### src/inc/wdiu_pkg.sv
// Shared constants and carrier types for the watchdog and interrupt unit
package wdiu_pkg;

	// ----------------------------------------------------------------
	// Clock and watchdog timing
	// ----------------------------------------------------------------
	localparam int unsigned SYS_CLK_HZ     = 50_000_000; // System clock rate
	localparam int unsigned WDT_OSC_HZ     = 32_000;     // Watchdog oscillator rate
	localparam int unsigned WDT_CNT_W      = 16;         // Base counter width
	localparam int unsigned WDT_PRE_W      = 9;          // Prescaler counter width
	localparam int unsigned WDT_PERIOD0_US = 3_500;      // Base period 3.5 ms
	localparam int unsigned WDT_PERIOD1_US = 15_000;     // Base period 15 ms
	localparam int unsigned WDT_PERIOD2_US = 60_000;     // Base period 60 ms
	localparam int unsigned WDT_PERIOD3_US = 250_000;    // Base period 250 ms
	localparam int unsigned US_PER_S       = 1_000_000;  // Microseconds per second

	// ----------------------------------------------------------------
	// Interrupt flag and enable bit positions
	// ----------------------------------------------------------------
	localparam int unsigned IRQ_W       = 8; // Flag and enable register width
	localparam int unsigned BIT_TIMER0  = 0; // Timer 0 overflow
	localparam int unsigned BIT_PORT    = 1; // Port B input change
	localparam int unsigned BIT_EXT     = 2; // External pin edge
	localparam int unsigned BIT_TIMER1  = 3; // Timer 1 underflow
	localparam int unsigned BIT_TIMER2  = 4; // Timer 2 underflow
	localparam int unsigned BIT_CMP     = 5; // Comparator output change
	localparam int unsigned BIT_WDT     = 6; // Watchdog timeout
	localparam int unsigned POWER_CONTROL_REG_RUN    = 7; // Run-control bit in power control
	localparam int unsigned STATUS_TO   = 4; // Timeout flag bit in status
	localparam logic [7:0]  FLAG_USED   = 8'h7F; // Implemented flag bits
	localparam logic [7:0]  FLAG_RESET  = 8'h00; // Flags after reset

	// ----------------------------------------------------------------
	// Vector addresses
	// ----------------------------------------------------------------
	localparam int unsigned VEC_W     = 11;        // Fetch address width
	localparam logic [10:0] SWI_VEC   = 11'h001;   // Software interrupt entry
	localparam logic [10:0] HW_VEC    = 11'h008;   // Hardware interrupt entry
	localparam logic [10:0] VEC_RESET = 11'h000;   // Idle vector value

	// Instruction strobes from the processor core, one cycle each
	typedef struct packed {
		logic enable_irq_instr;      // Sets global enable
		logic disable_irq_instr;     // Clears global enable
		logic software_irq_instr;    // Software interrupt
		logic return_from_irq_instr; // Return, sets global enable
		logic watchdog_clear_instr;  // Clears watchdog and prescaler
		logic osc_ctrl_read;         // Read of oscillator control reg
	} wdiu_instr_s;

	// Watchdog configuration settings and control bits
	typedef struct packed {
		logic       cfg_enable;             // Configuration enable
		logic       cfg_irq_mode;           // 1: interrupt, 0: chip reset
		logic [1:0] cfg_period_select;      // Base period choice
		logic       prescaler_to_watchdog;  // Prescaler assigned to watchdog
		logic [2:0] prescaler_ratio_select; // Division ratio choice
	} wdiu_wdt_cfg_s;

endpackage

### src/verilog/wdiu_top.sv
// Watchdog and interrupt controller facing the processor core
//
// Contract
// - Watchdog runs from its own oscillator
// - Power control bit 7 gates watchdog counting
// - Setting picks chip reset or interrupt
// - Timeout clears status timeout flag bit 4
// - Base periods 3.5, 15, 60, 250 ms
// - Prescaler assign lengthens watchdog period
// - Ratio 1:1-1:128 reset, 1:2-1:256 interrupt
// - Clear instruction clears counters, sets flag
// - Interrupt mode timeout sets flag bit 6
// - Seven hardware interrupt sources
// - Global enable gates; enable/disable instructions
// - Software interrupt vectors 0x001, clears enable
// - Return sets global enable, resumes
// - Flags sticky until firmware writes 0
// - Flag reads set only when enabled
// - Enabled flag with enable vectors 0x008
// - Timer 0 overflow sets its flag
// - Timer 1 and 2 underflow set flags
// - Enabled input pin change sets port flag
// - External select disables pin 0 change
// - Selected edge on pin 0 sets flag
// - Comparator mismatch sets flag; read updates copy
// - Comparator flag only while comparator enabled
`timescale 1ns/1ps
`default_nettype none

module wdiu_top #(
	parameter int unsigned OSC_HZ = wdiu_pkg::WDT_OSC_HZ // Watchdog oscillator rate
) (
	input  wire logic                    sys_clk,            // System clock, 50 MHz
	input  wire logic                    reset_n,            // Synchronous reset, active low
	input  wire logic                    watchdog_osc_pin,   // Free-running watchdog oscillator
	input  wire wdiu_pkg::wdiu_wdt_cfg_s wdt_cfg,            // Watchdog settings
	input  wire logic [7:0]              power_control_reg,  // Power control register
	input  wire wdiu_pkg::wdiu_instr_s   instr,              // Instruction strobes
	input  wire logic                    timer0_overflow,    // Timer 0 overflow pulse
	input  wire logic                    timer1_underflow,   // Timer 1 underflow pulse
	input  wire logic                    timer2_underflow,   // Timer 2 underflow pulse
	input  wire logic [7:0]              port_b_pin,         // Port B pin levels
	input  wire logic [7:0]              port_b_is_input,    // Port B input direction
	input  wire logic [7:0]              pin_wake_enable,    // Per-pin change enables
	input  wire logic                    ext_irq_select,     // Pin 0 used as external irq
	input  wire logic                    ext_edge_select,    // 1: rising, 0: falling
	input  wire logic                    comparator_out,     // Raw comparator output
	input  wire logic                    comparator_enable,  // Comparator enable bit
	input  wire logic                    halted,             // Core in halt state
	input  wire logic [7:0]              irq_enable_reg,     // Interrupt enable register
	input  wire logic                    irq_flag_wr,        // Flag register write strobe
	input  wire logic [7:0]              irq_flag_wr_data,   // Flag register write data
	output logic      [7:0]              irq_flag_reg,       // Flags as read by firmware
	output logic                         global_irq_enable,  // Global enable state
	output logic                         vector_valid,       // Redirect fetch pulse
	output logic      [10:0]             vector_addr,        // Redirect address
	output logic                         chip_reset_req,     // Watchdog chip reset pulse
	output logic                         timeout_flag_n,     // Status timeout flag
	output logic                         comparator_copy     // Registered comparator state
);

	// ----------------------------------------------------------------
	// Pin synchronisers
	// ----------------------------------------------------------------
	logic       osc_rise;    // One pulse per oscillator cycle
	logic [7:0] pb_level;    // Settled port B levels
	logic [7:0] pb_rise;     // Port B rising edges
	logic [7:0] pb_fall;     // Port B falling edges
	logic       cmp_level;   // Settled comparator output

	// Oscillator edge becomes a tick in the system domain
	wdiu_pin_sync #(.W(1)) u_osc_sync (
		.sys_clk (sys_clk),
		.reset_n (reset_n),
		.pin_in  (watchdog_osc_pin),
		.level   (),
		.rise    (osc_rise),
		.fall    ()
	);

	// Port B pins for change and external edge detection
	wdiu_pin_sync #(.W(8)) u_pb_sync (
		.sys_clk (sys_clk),
		.reset_n (reset_n),
		.pin_in  (port_b_pin),
		.level   (pb_level),
		.rise    (pb_rise),
		.fall    (pb_fall)
	);

	// Comparator output is asynchronous to the core
	wdiu_pin_sync #(.W(1)) u_cmp_sync (
		.sys_clk (sys_clk),
		.reset_n (reset_n),
		.pin_in  (comparator_out),
		.level   (cmp_level),
		.rise    (),
		.fall    ()
	);

	// ----------------------------------------------------------------
	// Watchdog
	// ----------------------------------------------------------------
	logic wdt_timeout; // Timeout pulse
	logic wdt_irq;     // Timeout in interrupt mode

	// Counter with prescaler; run bit from power control
	wdiu_watchdog #(.OSC_HZ(OSC_HZ)) u_watchdog (
		.sys_clk        (sys_clk),
		.reset_n        (reset_n),
		.osc_tick       (osc_rise),
		.cfg            (wdt_cfg),
		.run_enable     (power_control_reg[wdiu_pkg::POWER_CONTROL_REG_RUN]),
		.clear_instr    (instr.watchdog_clear_instr),
		.timeout        (wdt_timeout),
		.chip_reset_req (chip_reset_req),
		.irq_event      (wdt_irq),
		.timeout_flag_n (timeout_flag_n)
	);

	// ----------------------------------------------------------------
	// Event detection
	// ----------------------------------------------------------------
	logic [7:0] pb_change;  // Qualified port change per pin
	logic       cmp_active; // Comparator running
	logic       ext_edge;   // Selected edge on pin 0
	logic [7:0] set_vec;    // Events this cycle

	// Pin 0 change is masked while it serves as external interrupt
	always_comb begin
		pb_change    = (pb_rise | pb_fall) & port_b_is_input & pin_wake_enable;
		pb_change[0] = pb_change[0] & !ext_irq_select;
	end

	// Comparator is off when disabled or halted
	assign cmp_active = comparator_enable & !halted;

	// External edge chosen by edge select
	assign ext_edge = ext_irq_select & (ext_edge_select ? pb_rise[0] : pb_fall[0]);

	// Gather the seven hardware sources
	always_comb begin
		set_vec                       = 8'h00;
		set_vec[wdiu_pkg::BIT_TIMER0] = timer0_overflow;
		set_vec[wdiu_pkg::BIT_TIMER1] = timer1_underflow;
		set_vec[wdiu_pkg::BIT_TIMER2] = timer2_underflow;
		set_vec[wdiu_pkg::BIT_WDT]    = wdt_irq;
		set_vec[wdiu_pkg::BIT_PORT]   = |pb_change;
		set_vec[wdiu_pkg::BIT_EXT]    = ext_edge;
		set_vec[wdiu_pkg::BIT_CMP]    = cmp_active & (cmp_level != comparator_copy);
	end

	// Registered comparator copy, refreshed on control register read
	always_ff @(posedge sys_clk) begin
		if (!reset_n) begin
			comparator_copy <= 1'b0;
		end else if (instr.osc_ctrl_read) begin
			comparator_copy <= cmp_level;
		end
	end

	// ----------------------------------------------------------------
	// Flag register
	// ----------------------------------------------------------------
	logic [7:0] flags;      // Raw sticky flags
	logic [7:0] next_flags; // Flags after write and events

	// Write lands first, hardware set overrides it
	always_comb begin
		next_flags = irq_flag_wr ? irq_flag_wr_data : flags;
		next_flags = (next_flags | set_vec) & wdiu_pkg::FLAG_USED;
	end

	// Sticky flag storage
	always_ff @(posedge sys_clk) begin
		if (!reset_n) begin
			flags <= wdiu_pkg::FLAG_RESET;
		end else begin
			flags <= next_flags;
		end
	end

	// Firmware sees only enabled flags
	assign irq_flag_reg = flags & irq_enable_reg;

	// ----------------------------------------------------------------
	// Global enable and vectoring
	// ----------------------------------------------------------------
	logic hw_take; // Hardware interrupt taken now
	logic sw_take; // Software interrupt taken now

	// Pending enabled flag waits until global enable is set
	assign hw_take = global_irq_enable & (|irq_flag_reg) & !instr.software_irq_instr;
	assign sw_take = instr.software_irq_instr;

	// Global enable: vectoring clears it, instructions steer it
	always_ff @(posedge sys_clk) begin
		if (!reset_n) begin
			global_irq_enable <= 1'b0;
		end else if (sw_take || hw_take) begin
			global_irq_enable <= 1'b0;
		end else if (instr.enable_irq_instr || instr.return_from_irq_instr) begin
			global_irq_enable <= 1'b1;
		end else if (instr.disable_irq_instr) begin
			global_irq_enable <= 1'b0;
		end
	end

	// Fetch redirect, software entry wins over hardware
	always_ff @(posedge sys_clk) begin
		if (!reset_n) begin
			vector_valid <= 1'b0;
			vector_addr  <= wdiu_pkg::VEC_RESET;
		end else begin
			vector_valid <= sw_take | hw_take;
			if (sw_take) begin
				vector_addr <= wdiu_pkg::SWI_VEC;
			end else if (hw_take) begin
				vector_addr <= wdiu_pkg::HW_VEC;
			end
		end
	end
endmodule // wdiu_top

`default_nettype wire

### src/verilog/wdiu_pin_sync.sv
// Two-flop synchroniser with change and edge detection
`timescale 1ns/1ps
`default_nettype none

module wdiu_pin_sync #(
	parameter int unsigned W = 1 // Number of synchronised bits
) (
	input  wire logic         sys_clk,  // System clock
	input  wire logic         reset_n,  // Synchronous reset, active low
	input  wire logic [W-1:0] pin_in,   // Asynchronous inputs
	output logic      [W-1:0] level,    // Synchronised level
	output logic      [W-1:0] rise,     // Rising edge pulse
	output logic      [W-1:0] fall      // Falling edge pulse
);

	logic [W-1:0] meta;  // First stage, read only by the second
	logic [W-1:0] prev;  // Level one cycle earlier

	// Synchroniser chain and history
	always_ff @(posedge sys_clk) begin
		if (!reset_n) begin
			meta  <= '0;
			level <= '0;
			prev  <= '0;
		end else begin
			meta  <= pin_in;
			level <= meta;
			prev  <= level;
		end
	end

	// Edges seen on the settled level only
	assign rise = level & ~prev;
	assign fall = ~level & prev;

endmodule // wdiu_pin_sync

`default_nettype wire

### src/verilog/wdiu_watchdog.sv
// Watchdog counter with optional prescaler and timeout action
`timescale 1ns/1ps
`default_nettype none

module wdiu_watchdog #(
	parameter int unsigned OSC_HZ = wdiu_pkg::WDT_OSC_HZ // Oscillator rate
) (
	input  wire logic                   sys_clk,         // System clock
	input  wire logic                   reset_n,         // Sync reset, active low
	input  wire logic                   osc_tick,        // One tick per oscillator cycle
	input  wire wdiu_pkg::wdiu_wdt_cfg_s cfg,            // Configuration
	input  wire logic                   run_enable,      // Run-control bit
	input  wire logic                   clear_instr,     // Watchdog clear strobe
	output logic                        timeout,         // Timeout pulse
	output logic                        chip_reset_req,  // Reset request pulse
	output logic                        irq_event,       // Interrupt event pulse
	output logic                        timeout_flag_n   // Timeout flag, low after timeout
);

	logic [wdiu_pkg::WDT_CNT_W-1:0] count;  // Base period counter
	logic [wdiu_pkg::WDT_PRE_W-1:0] pre;    // Prescaler counter
	logic                           counting; // Counting allowed
	logic                           base_hit; // Base period elapsed
	logic                           expire;   // Whole period elapsed

	// Oscillator ticks in one base period
	function automatic logic [wdiu_pkg::WDT_CNT_W-1:0] base_ticks(input logic [1:0] sel);
		longint unsigned us;
		case (sel)
			2'h0:    us = wdiu_pkg::WDT_PERIOD0_US;
			2'h1:    us = wdiu_pkg::WDT_PERIOD1_US;
			2'h2:    us = wdiu_pkg::WDT_PERIOD2_US;
			default: us = wdiu_pkg::WDT_PERIOD3_US;
		endcase
		return wdiu_pkg::WDT_CNT_W'((us * longint'(OSC_HZ)) / wdiu_pkg::US_PER_S);
	endfunction

	// Prescaler ratio, doubled in interrupt mode
	function automatic logic [wdiu_pkg::WDT_PRE_W-1:0] ratio(input logic [2:0] sel,
		input logic irq_mode);
		return wdiu_pkg::WDT_PRE_W'(9'h001 << (4'(sel) + 4'(irq_mode)));
	endfunction

	// Oscillator runs regardless of power state; config and run bit gate it
	assign counting = cfg.cfg_enable & run_enable;
	assign base_hit = counting & osc_tick
		& (count == base_ticks(cfg.cfg_period_select) - 1'b1);
	assign expire   = base_hit & (!cfg.prescaler_to_watchdog
		| (pre == ratio(cfg.prescaler_ratio_select, cfg.cfg_irq_mode) - 1'b1));

	// Base counter and prescaler
	always_ff @(posedge sys_clk) begin
		if (!reset_n || clear_instr) begin
			count <= '0;
			pre   <= '0;
		end else if (counting && osc_tick) begin
			count <= base_hit ? '0 : count + 1'b1;
			if (base_hit && cfg.prescaler_to_watchdog) begin
				pre <= expire ? '0 : pre + 1'b1;
			end
		end
	end

	// Timeout action pulses
	always_ff @(posedge sys_clk) begin
		if (!reset_n) begin
			timeout        <= 1'b0;
			chip_reset_req <= 1'b0;
			irq_event      <= 1'b0;
		end else begin
			timeout        <= expire;
			chip_reset_req <= expire & !cfg.cfg_irq_mode;
			irq_event      <= expire & cfg.cfg_irq_mode;
		end
	end

	// Timeout flag, cleared by timeout and set by the clear strobe
	always_ff @(posedge sys_clk) begin
		if (!reset_n) begin
			timeout_flag_n <= 1'b1;
		end else if (expire) begin
			timeout_flag_n <= 1'b0;
		end else if (clear_instr) begin
			timeout_flag_n <= 1'b1;
		end
	end
endmodule // wdiu_watchdog

`default_nettype wire

### config.mk
export PLATFORM = sky130hd
export DESIGN_NAME = wdiu_top
export DESIGN_NICKNAME = d
export VERILOG_FILES = /design/src/inc/wdiu_pkg.sv /design/src/verilog/wdiu_top.sv /design/src/verilog/wdiu_pin_sync.sv /design/src/verilog/wdiu_watchdog.sv
export SDC_FILE = /design/constraint.sdc
export NUM_CORES = 1
export LEC_CHECK = 0
export BUFFER_PORTS_ARGS = -buffer_cell sky130_fd_sc_hd__buf_4
export CAP_MARGIN = 30
export CORE_ASPECT_RATIO = 0.6
export CORE_UTILIZATION = 50
export CTS_BUF_LIST = sky130_fd_sc_hd__clkbuf_8
export CTS_CLUSTER_DIAMETER = 100
export CTS_CLUSTER_SIZE = 12
export DETAILED_ROUTE_END_ITERATION = 10
export PLACE_DENSITY_LB_ADDON = 0.15
export SETUP_SLACK_MARGIN = 0.3
export SLEW_MARGIN = 10
export SYNTH_ARGS = -nofsm -noshare
export SYNTH_HDL_FRONTEND = slang
export SYNTH_SLANG_ARGS = --single-unit
### constraint.sdc
create_clock -name sys_clk -period 3.9 [get_ports sys_clk]
set_input_delay 0.78 -clock sys_clk [delete_from_list [all_inputs] [get_ports sys_clk]]
set_output_delay 0.78 -clock sys_clk [all_outputs]
set_load 0.03 [all_outputs]
==> results.toml, run 1 <==
[outcome]
outcome = "finished, final reports clean"

[layout]
final_nets = 636
final_cells = 650
final_core_util_pct = 68.8
fill_cells = 608
area_delta_synth_final_pct = 30.0
seq_area_um2 = 1380
multi_input_area_um2 = 2550
antenna_cells = 0
final_layout_size_suffix_gt1_share_pct = 30.6

[yosys]
synth_top_cells_by_count = "dfxtp_1, and2_1, nor2_1"
synth.top_cell.area_share_pct = 35.2
synth_top_area_cell = "dfxtp_1"
yosys-top-cells-area = "dfxtp_1, ha_1, and2_1"
ys_seq_area_share_pct = 35.2
yosysMostFrequentCell = "dfxtp_1"
synth_edf_count = 0
netlist_area_um2 = 3920
avgSynthCellArea_um2 = 8.74
synthFlopType = "dfxtp_1"
async_reset_ff_share_pct = 0
ys_seq_elements = 69
netlist_instances = 449
yosysWarnings = 0
synth_cell_types = 58

[clocking]
cts_buffers = 9
clkTransAtPathRegs_ps = 80
clk_latency_ps = 350
ctsHoldBuffers = 0
clockBufferDepth = 2
cts_tree = "built"
cts_htree_levels = 3
cts_sinks = 69
cts_root_buf = "clkbuf_8"

[route]
wl_per_cell_um = 14.6
vias_per_cell = 5.38
drt_first_pass_iters = 5
first_iter_violations = 179
ant_nets = 0
wl_um = 9500
drc = 0
dr_total_vias = 3498

[place]
dpl.cell_count = 632
place_hpwl_um = 7110
preCtsSetupSlack_ps = -254
place.gp.congestion = 0.904
numPortBuffers = 78

[sta]
min_period_ps = 3540
fin_ws_ps = 356
worst_pin_slew_ps = 540
whs_ps = 435
finalSetupViolations = 0
finalMaxSlewViolations = 0
maxSlewHeadroom_pct = 64.0
finalCritPeriodShare_pct = 90.9
max_freq_ghz = 0.282
hold_viol = 0
rsz0062_at_grt = "no"
clock_skew_ps = 10.8

[power_and_ir_drop]
p_int_mw = 1.12
switching_power_mw = 0.464
power_density_nw_per_um2 = 311
power.share.clock_pct = 33.5
power_frac_comb_pct = 20.2
pwr-share-seq_pct = 46.3
p_total_mw = 1.58
switching_share_pct = 29.3
ir_drop_mv = 0.291
leakagePower_nw = 2.16

[worst_setup_path]
arrival_ps = 3820
crit_path_end_kind = "flop"
worstPathMaxFanout = 6
critPathKind = "primary input to flop"
cp-start-kind = "primary input"
cp.required_ps = 4170

[floorplan]
start_util_pct = 52.9
core_um2 = 7420
fp-row-count = 24
ios = 98
die_h_um = 70.6
die_width_um = 116
dieArea_um2 = 8220

[run]
maxCapViolations = 0

[grt]
grt_pass1_vias = 3282
grt_pass1_wl_um = 15400
grt_util_all_layers_pct = 24.1
grt_max_degree = 46
overflow = 0
antenna_found_initial = 0

[worst_hold_path]
hold_class = "flop to flop"
per-stage QoR:
stage / setup TNS (ps) / instance area [um^2]
2_1_floorplan: 0 / 4030
3_3_place_gp: -1740 / 4730
3_5_place_dp: -3670 / 4730
4_1_cts: 0 / 4950
5_1_grt: 0 / 5100
6_report: 0 / 5100
flip-flops by register name, indices dropped and copies added (netlist names):
name                       cells
u_watchdog.count              16
u_watchdog.pre                 9
u_pb_sync.level                8
u_pb_sync.meta                 8
u_pb_sync.prev                 8
flags                          7
vector_addr                    2
comparator_copy                1
global_irq_enable              1
u_cmp_sync.level               1
u_cmp_sync.meta                1
u_osc_sync.level               1
u_osc_sync.meta                1
u_osc_sync.prev                1
u_watchdog.chip_reset_req      1
u_watchdog.irq_event           1
u_watchdog.timeout_flag_n      1
vector_valid                   1
cells by family after synthesis:
| logic type | count (synthesis) | synth area share, % |
|---|---|---|
| and+or+nand+nor | 186 | 25.8 |
| muxes | 15 | 4.02 |
| AOI/OAI and AO/OA | 68 | 13.1 |
| adders and majority gates | 21 | 6.70 |
| other | 1 | 0.0956 |
| xor gates and xnor gates | 38 | 8.86 |
| DFF | 69 | 35.2 |
| buffers and inverters | 51 | 6.25 |
timing repair:
item,CTS,global route
resized for setup,8,24
setup endpoints to repair,19,24
setup buffers,0,1
pin swaps,2,12
gates cloned,1,0
power groups by stage:
stage | registers, mW | logic, mW | clock network [mW]
final | 0.733 | 0.320 | 0.531
after CTS | 0.734 | 0.297 | 0.548
after global placement | 0.749 | 0.281 | 0
after detailed placement | 0.750 | 0.290 | 0
after global routing | 0.736 | 0.345 | 0.581
after floorplan | 0.753 | 0.183 | 0
final cells by class:
type	count	area share, %
Multi-Input combinational cell	339	50.0
Sequential cell	69	27.1
Timing Repair Buffer	105	15.6
Inverter	17	1.25
Clock buffer	9	2.43
Tap cell	104	2.55
Clock inverter	7	1.13
worst max-delay path, stage by stage:
cell	delay (ps)
buf_6	100
ha_4	170
ha_4	180
a2111o_1	440
ha_4	200
or4_4	500
a21oi_4	150
or3_4	160
a2111o_1	280
nand2_4	70
or4b_4	580
o31ai_2	190
final timing paths:
path / start / endpoint / slack, ps / depth (start not counted)
worst min register to register: u_pb_sync.meta[6] / u_pb_sync.level[6] / 440 / 1
worst max-delay path: wdt_cfg[6] / u_watchdog.pre[5] / 360 / 12
worst max register to register: u_watchdog.pre[3] / u_watchdog.pre[5] / 1310 / 8
worst min-delay path: u_pb_sync.meta[6] / u_pb_sync.level[6] / 440 / 1
cell usage in the layout (no fill, tap or decap), drive strengths merged, types with 3 or more instances in the layout:
master / netlist / routed
and3: 7 / 7
nand2b: 8 / 8
xnor2: 12 / 12
o31ai: 5 / 5
o2111ai: 4 / 4
mux2i: 9 / 9
o21a: 6 / 6
nand2: 28 / 28
ha: 21 / 21
mux2: 6 / 6
conb: 1 / 10
inv: 17 / 20
nor4: 6 / 6
xor2: 25 / 25
nor2: 32 / 32
nor2b: 12 / 12
or2: 5 / 5
a31oi: 3 / 3
a211o: 4 / 4
and2: 41 / 41
o21ai: 13 / 13
dfxtp: 69 / 69
a21oi: 7 / 7
a2111o: 2 / 3
buf: 19 / 105
nor3: 9 / 9
nand3: 21 / 21
clkbuf: 15 / 9
a32o: 3 / 3
o311ai: 4 / 4
nand4: 5 / 5
routing by layer:
metal | global-route usage (%) | wire length (um)
met1 | 32.6 | 4350
met2 | 36.4 | 4310
met3 | 7.88 | 732
met4 | 7.83 | 102
met5 | 0 | 0
(Power assumes the default switching activity.)
==> run 2: changes to the inputs <==
--- a/config.mk
+++ b/config.mk
@@ -7,8 +7,10 @@
 export LEC_CHECK = 0
 export BUFFER_PORTS_ARGS = -buffer_cell sky130_fd_sc_hd__buf_4
 export CAP_MARGIN = 30
+export CELL_PAD_IN_SITES_DETAIL_PLACEMENT = 0
+export CELL_PAD_IN_SITES_GLOBAL_PLACEMENT = 1
 export CORE_ASPECT_RATIO = 0.6
-export CORE_UTILIZATION = 50
+export CORE_UTILIZATION = 37
 export CTS_BUF_LIST = sky130_fd_sc_hd__clkbuf_8
 export CTS_CLUSTER_DIAMETER = 100
 export CTS_CLUSTER_SIZE = 12
==> run 2 against run 1 <==
- sequential cell count unchanged
- clock-buffer cell count unchanged
- die area is 34% higher
- worst setup slack worse by 72 ps
- final cell count grew 6.3%
- global-route usage down 6.8 points
- non-clock buffer count increased by 11
- clock skew decreased by 1.8 ps
==> results.toml, run 2 (synthesis gave the netlist of run 1 again) <==
[layout]
area_delta_synth_final_pct = 33.5
mostFrequentLayoutCells = "buf_4, dfxtp_1, and2_1"
fill_cells = 963
final_nets = 646
seq_area_um2 = 1380
final_layout_size_suffix_gt1_share_pct = 31.1
multi_input_area_um2 = 2500
largest_registers = "u_watchdog.count (16), u_watchdog.pre (9)"
largest_reg_flops = 16
regMostFlops = "u_watchdog.count"
layout_commonest_cell = "buf_4"
antenna_cells = 0

[worst_setup_path]
arrival_ps = 3870
path_buf_inv = 2
crit_path_cell_trace = "buf_8, ha_4, a21bo_4, a2111o_1, ha_4, buf_6, xnor2_2, o2111ai_2, and4_1, o2111ai_2, a2111o_1, nand2_4, or4b_4, o31ai_1"
cpPeakStageDelay_ps = 560
critical-path-top-delay-family = "compound AO/OA/AOI/OAI gates"
cp-start-kind = "primary input"
crit_slowest_cell = "or4b_4"
cp.required_ps = 4160
worstPathMaxFanout = 8
critPathKind = "primary input to flop"
crit_path_end_kind = "flop"

[clocking]
clk_latency_ps = 340
cts_buffers = 9
cts_root_buf = "clkbuf_8"
cts_htree_levels = 3
cts_tree = "built"
ctsHoldBuffers = 0
cts_sinks = 69
clockBufferDepth = 2
clkTransAtPathRegs_ps = 80

[route]
vias_per_cell = 4.92
drc = 0
first_iter_violations = 246
drt_first_pass_iters = 4
ant_nets = 0
wl_per_cell_um = 13.5
dr_total_vias = 3398
wl_um = 9320

[sta]
rsz0062_at_grt = "yes"
max_freq_ghz = 0.277
whs_ps = 433
finalMaxSlewViolations = 0
finalCritPeriodShare_pct = 92.7
finalSetupViolations = 0
min_period_ps = 3620
clock_skew_ps = 8.97
fin_ws_ps = 284
hold_viol = 0

[grt]
grt_pass1_vias = 3073
grt_max_degree = 46
grt_pass1_wl_um = 15000
grt_util_all_layers_pct = 17.4
antenna_found_initial = 0
overflow = 0

[power_and_ir_drop]
pwr-share-seq_pct = 42.4
power_frac_comb_pct = 19.2
leakagePower_nw = 2.24
power.share.clock_pct = 38.5
ir_drop_mv = 0.173
p_int_mw = 1.26
switching_power_mw = 0.468
power_density_nw_per_um2 = 330
switching_share_pct = 27.1

[floorplan]
start_util_pct = 38.9
die_h_um = 81.8
die_width_um = 135
fp-row-count = 28
core_um2 = 10100
dieArea_um2 = 11000
ios = 98

[place]
numPortBuffers = 78
preCtsSetupSlack_ps = -187
place_hpwl_um = 7090
place.gp.congestion = 0.810

[outcome]
outcome = "finished, final reports clean"

[run]
maxCapViolations = 0

[worst_hold_path]
hold_class = "flop to flop"
run 2: power by group through the flow:
stage	Clock [mW]	Combinational (mW)	Sequential [mW]
2_1_floorplan	0	0.183	0.753
6_report	0.666	0.331	0.733
3_5_place_dp	0	0.297	0.750
5_1_grt	0.724	0.358	0.736
3_3_place_gp	0	0.293	0.749
4_1_cts	0.690	0.302	0.733
run 2: timing repair:
item | in CTS | in global routing
pin swaps | 5 | 20
resized for setup | 4 | 26
buffers inserted | 0 | 7
endpoints found under the setup margin | 7 | 27
run 2: metal layers:
metal	wire (um)	vias up	GRT usage (%)
li1	-	1730	-
met1	4880	1562	26.0
met2	3750	98	23.7
met3	634	8	5.37
met4	54	0	3.71
met5	0	-	0
run 2: through the flow:
stage	cell area, um^2	TNS, ps	instances	power (mW)	util [%]
3_5_place_dp	4800	-1070	667	1.05	47.5
6_report	5240	0	691	1.73	51.9
3_3_place_gp	4800	-641	667	1.04	47.5
5_1_grt	5240	0	691	1.82	51.9
4_1_cts	5050	0	683	1.73	50.0
2_1_floorplan	4030	0	458	0.935	-
run 2: path summary, 6_finish.rpt:
check                                        from                  to  slack, ps  cells past startpoint
worst max-delay path                   wdt_cfg[6]   u_watchdog.pre[7]        280                     14
worst min-delay path            u_pb_sync.meta[4]  u_pb_sync.level[4]        430                      1
worst max register to register  u_watchdog.pre[3]   u_watchdog.pre[2]       1280                      9
worst min register to register  u_pb_sync.meta[4]  u_pb_sync.level[4]        430                      1
run 2: cell type report:
type	instances	area share [%]
clock buffer	9	2.36
clock inverter	7	2.01
inverter	17	1.22
multi-input combinational	338	47.8
sequential	69	26.4
tap	135	3.22
timing repair buffer	116	17.1
==> run 3: changes to the inputs <==
--- a/config.mk
+++ b/config.mk
@@ -5,16 +5,17 @@
 export SDC_FILE = /design/constraint.sdc
 export NUM_CORES = 1
 export LEC_CHECK = 0
-export BUFFER_PORTS_ARGS = -buffer_cell sky130_fd_sc_hd__buf_4
+export ABC_AREA = 1
 export CAP_MARGIN = 30
 export CELL_PAD_IN_SITES_DETAIL_PLACEMENT = 0
 export CELL_PAD_IN_SITES_GLOBAL_PLACEMENT = 1
 export CORE_ASPECT_RATIO = 0.6
-export CORE_UTILIZATION = 37
+export CORE_UTILIZATION = 42
 export CTS_BUF_LIST = sky130_fd_sc_hd__clkbuf_8
 export CTS_CLUSTER_DIAMETER = 100
 export CTS_CLUSTER_SIZE = 12
 export DETAILED_ROUTE_END_ITERATION = 10
+export DONT_BUFFER_PORTS = 1
 export PLACE_DENSITY_LB_ADDON = 0.15
 export SETUP_SLACK_MARGIN = 0.3
 export SLEW_MARGIN = 10
==> constraint.sdc (replaced) <==
create_clock -name sys_clk -period 3.9 [get_ports sys_clk]
set_input_delay 0.78 -clock sys_clk [delete_from_list [all_inputs] [get_ports sys_clk]]
set_output_delay 0.78 -clock sys_clk [all_outputs]
set_load 0.1 [all_outputs]
==> run 3 against run 2 <==
- critical path depth rose by 8
- die area down 5.4%
- largest cell class unchanged
- wire length decreased by 4.1%
- clock-buffer cell count stayed put
- first-iteration DRC count decreased by 26%
==> results.toml, run 3 <==
[worst_setup_path]
regToRegSetupSlack_ps = 1180
arrival_ps = 3530
cp-start-kind = "primary input"
cp.required_ps = 4140
worstRegToRegCells = 16
crit_path_end_kind = "flop"
timing.rr.end = "u_watchdog.count[15]"
worstPathMaxFanout = 7
critPathKind = "primary input to flop"
r2r-start = "u_osc_sync.level"

[sta]
fin_setup_tns_ps = 0
finalSetupViolations = 0
max_freq_ghz = 0.304
finalCritPeriodShare_pct = 84.3
maxSlewHeadroom_pct = 33.0
whs_ps = 414
hold_viol = 0
finalMaxSlewViolations = 0
fin_ws_ps = 613
clock_skew_ps = 11.9
worst_pin_slew_ps = 1000
min_period_ps = 3290
rsz0062_at_grt = "yes"

[clocking]
cts_htree_levels = 3
cts_setup_buffers = 0
clkTransAtPathRegs_ps = 80
cts_tree = "built"
cts_root_buf = "clkbuf_8"
cts_buffers = 9
cts_sinks = 69
clk_latency_ps = 360
clockBufferDepth = 2
ctsHoldBuffers = 0

[worst_hold_path]
hold_class = "flop to flop"
worstHoldEndpoint = "u_pb_sync.level[1]"
hold_start = "u_pb_sync.meta[1]"
min_path_cells = 2

[route]
highest_layer = "met4"
wl_met2_um = 3520
wl_per_cell_um = 12.2
drc = 0
ant_nets = 0
wl_met1_um = 4850
dr_wl_met3_um = 549
dr_total_vias = 3470
first_iter_violations = 181
wl_um = 8940
vias_per_cell = 4.72
drt_first_pass_iters = 4

[yosys]
netlist_area_um2 = 4210
async_reset_ff_share_pct = 0
avgSynthCellArea_um2 = 7.02
ys_seq_area_share_pct = 32.8
netlist_instances = 599
ys_seq_elements = 69
synthFlopType = "dfxtp_1"
synth.top_cell.area_share_pct = 32.8
synth_top_area_cell = "dfxtp_1"
synth_cell_types = 48
yosys-top-cells-area = "dfxtp_1, inv_1, nand2_1"
synth_top_cells_by_count = "inv_1, nand2_1, dfxtp_1"
synth_edf_count = 0
yosysWarnings = 0

[run]
maxCapViolations = 0

[place]
dpl.cell_count = 719
preCtsSetupSlack_ps = 156
numPortBuffers = 0
place_hpwl_um = 7030
place.gp.congestion = 0.813

[layout]
largest_reg_flops = 16
mostFrequentLayoutCells = "inv_1, nand2_1, dfxtp_1"
largest_registers = "u_watchdog.count (16), u_watchdog.pre (9)"
final_layout_size_suffix_gt1_share_pct = 11.7
fill_cells = 954
area_delta_synth_final_pct = 6.66
final_nets = 695
antenna_cells = 0
regMostFlops = "u_watchdog.count"
final_cells = 735
layout_commonest_cell = "inv_1"

[floorplan]
fp-row-count = 27
die_width_um = 131
start_util_pct = 44.5
ios = 98
die_h_um = 79.5
core_um2 = 9460
dieArea_um2 = 10400

[power_and_ir_drop]
switching_share_pct = 33.2
power.share.clock_pct = 34.5
power_density_nw_per_um2 = 343
leakagePower_nw = 2.13
pwr-share-seq_pct = 49.1
ir_drop_mv = 0.147
power_frac_comb_pct = 16.4
switching_power_mw = 0.511
p_int_mw = 1.03

[outcome]
outcome = "finished, final reports clean"

[grt]
grt_util_all_layers_pct = 18.4
grt_pass1_wl_um = 15200
overflow = 0
grt_pass1_vias = 3218
antenna_found_initial = 0
grt_max_degree = 38
==> run 3: changes by cell type in the layout (fill, tap and decap cells not counted), sizes merged, moves of 18 or more <==
cell / previous run / this run
nand3: 21 / 39
and2: 41 / 1
inv: 20 / 125
nor2: 32 / 70
buf: 116 / 5
nand2: 28 / 122
==> run 3: area by class of cell <==
| class | count | area (um^2) | share of cell area, % |
|---|---|---|---|
| clock buffers | 9 | 124 | 2.76 |
| clock inverters | 7 | 51.3 | 1.14 |
| inverters | 122 | 460 | 10.3 |
| multi-input cells | 393 | 2260 | 50.3 |
| flip-flops and latches | 69 | 1380 | 30.8 |
| well taps | 130 | 163 | 3.63 |
| repair buffers | 5 | 50.0 | 1.12 |
==> run 3: power by group through the flow <==
stage | sequential (mW) | clock, mW | combinational, mW
floorplan | 0.771 | 0 | 0.233
global placement | 0.773 | 0 | 0.246
detailed placement | 0.774 | 0 | 0.249
CTS | 0.757 | 0.550 | 0.249
global route | 0.760 | 0.580 | 0.279
finish | 0.757 | 0.531 | 0.253
==> run 3: through the flow <==
stage / util, % / area [um^2] / total power [mW]
5_1_grt: 47.4 / 4490 / 1.62
3_5_place_dp: 45.3 / 4290 / 1.02
2_1_floorplan: - / 4240 / 1.00
3_3_place_gp: 45.3 / 4290 / 1.02
4_1_cts: 47.2 / 4460 / 1.56
6_report: 47.4 / 4490 / 1.54
==> run 3: worst max path at each step <==
stage	start	endpoint	slack (ps)
CTS	wdt_cfg[4]	u_watchdog.pre[3]	550
global placement	wdt_cfg[0]	u_watchdog.pre[2]	200
finish	wdt_cfg[4]	u_watchdog.pre[5]	610
global route	wdt_cfg[4]	u_watchdog.pre[5]	290
detailed placement	wdt_cfg[4]	u_watchdog.pre[3]	160
floorplan	wdt_cfg[4]	u_watchdog.timeout_flag_n	470
==> run 3: what timing repair did <==
item / 4_1_cts / 5_1_grt
endpoints found under the setup margin: 0 / 11
resized for setup: 0 / 5
endpoints found under the hold margin: 0 / 0
==> run 3: layer usage <==
layer,up-vias,global-route usage (%)
li1,1843,-
met1,1529,26.3
met2,96,26.4
met3,2,5.97
met4,0,4.12
met5,-,0
==> run 3: critical path: stages <==
cell and delay, ps:
inv_1 60, ha_1 330, nor2_2 160, ha_4 230, xor2_2 230, inv_2 50, nor2_2 110, nand2_2 80
nand2_4 100, nand2_2 50, nand2_1 50, nand2_1 80, o21bai_2 140, o211ai_2 100, o21ai_1 180, nand2_1 110
nor2_4 260, nand2_2 110, nor2_2 100, nor2_1 50, nor2_1 90, nor2_1 40
==> run 3: kinds of logic after synthesis <==
family / Yosys count / share of synthesized area [%]
buffers and inverters: 146 / 14.9
and+or+nand+nor: 268 / 29.7
other: 1 / 0.0891
DFF: 69 / 32.8
adders and majority gates: 21 / 6.25
muxes: 4 / 1.07
xor gates and xnor gates: 26 / 5.59
AOI/OAI and AO/OA: 64 / 9.61
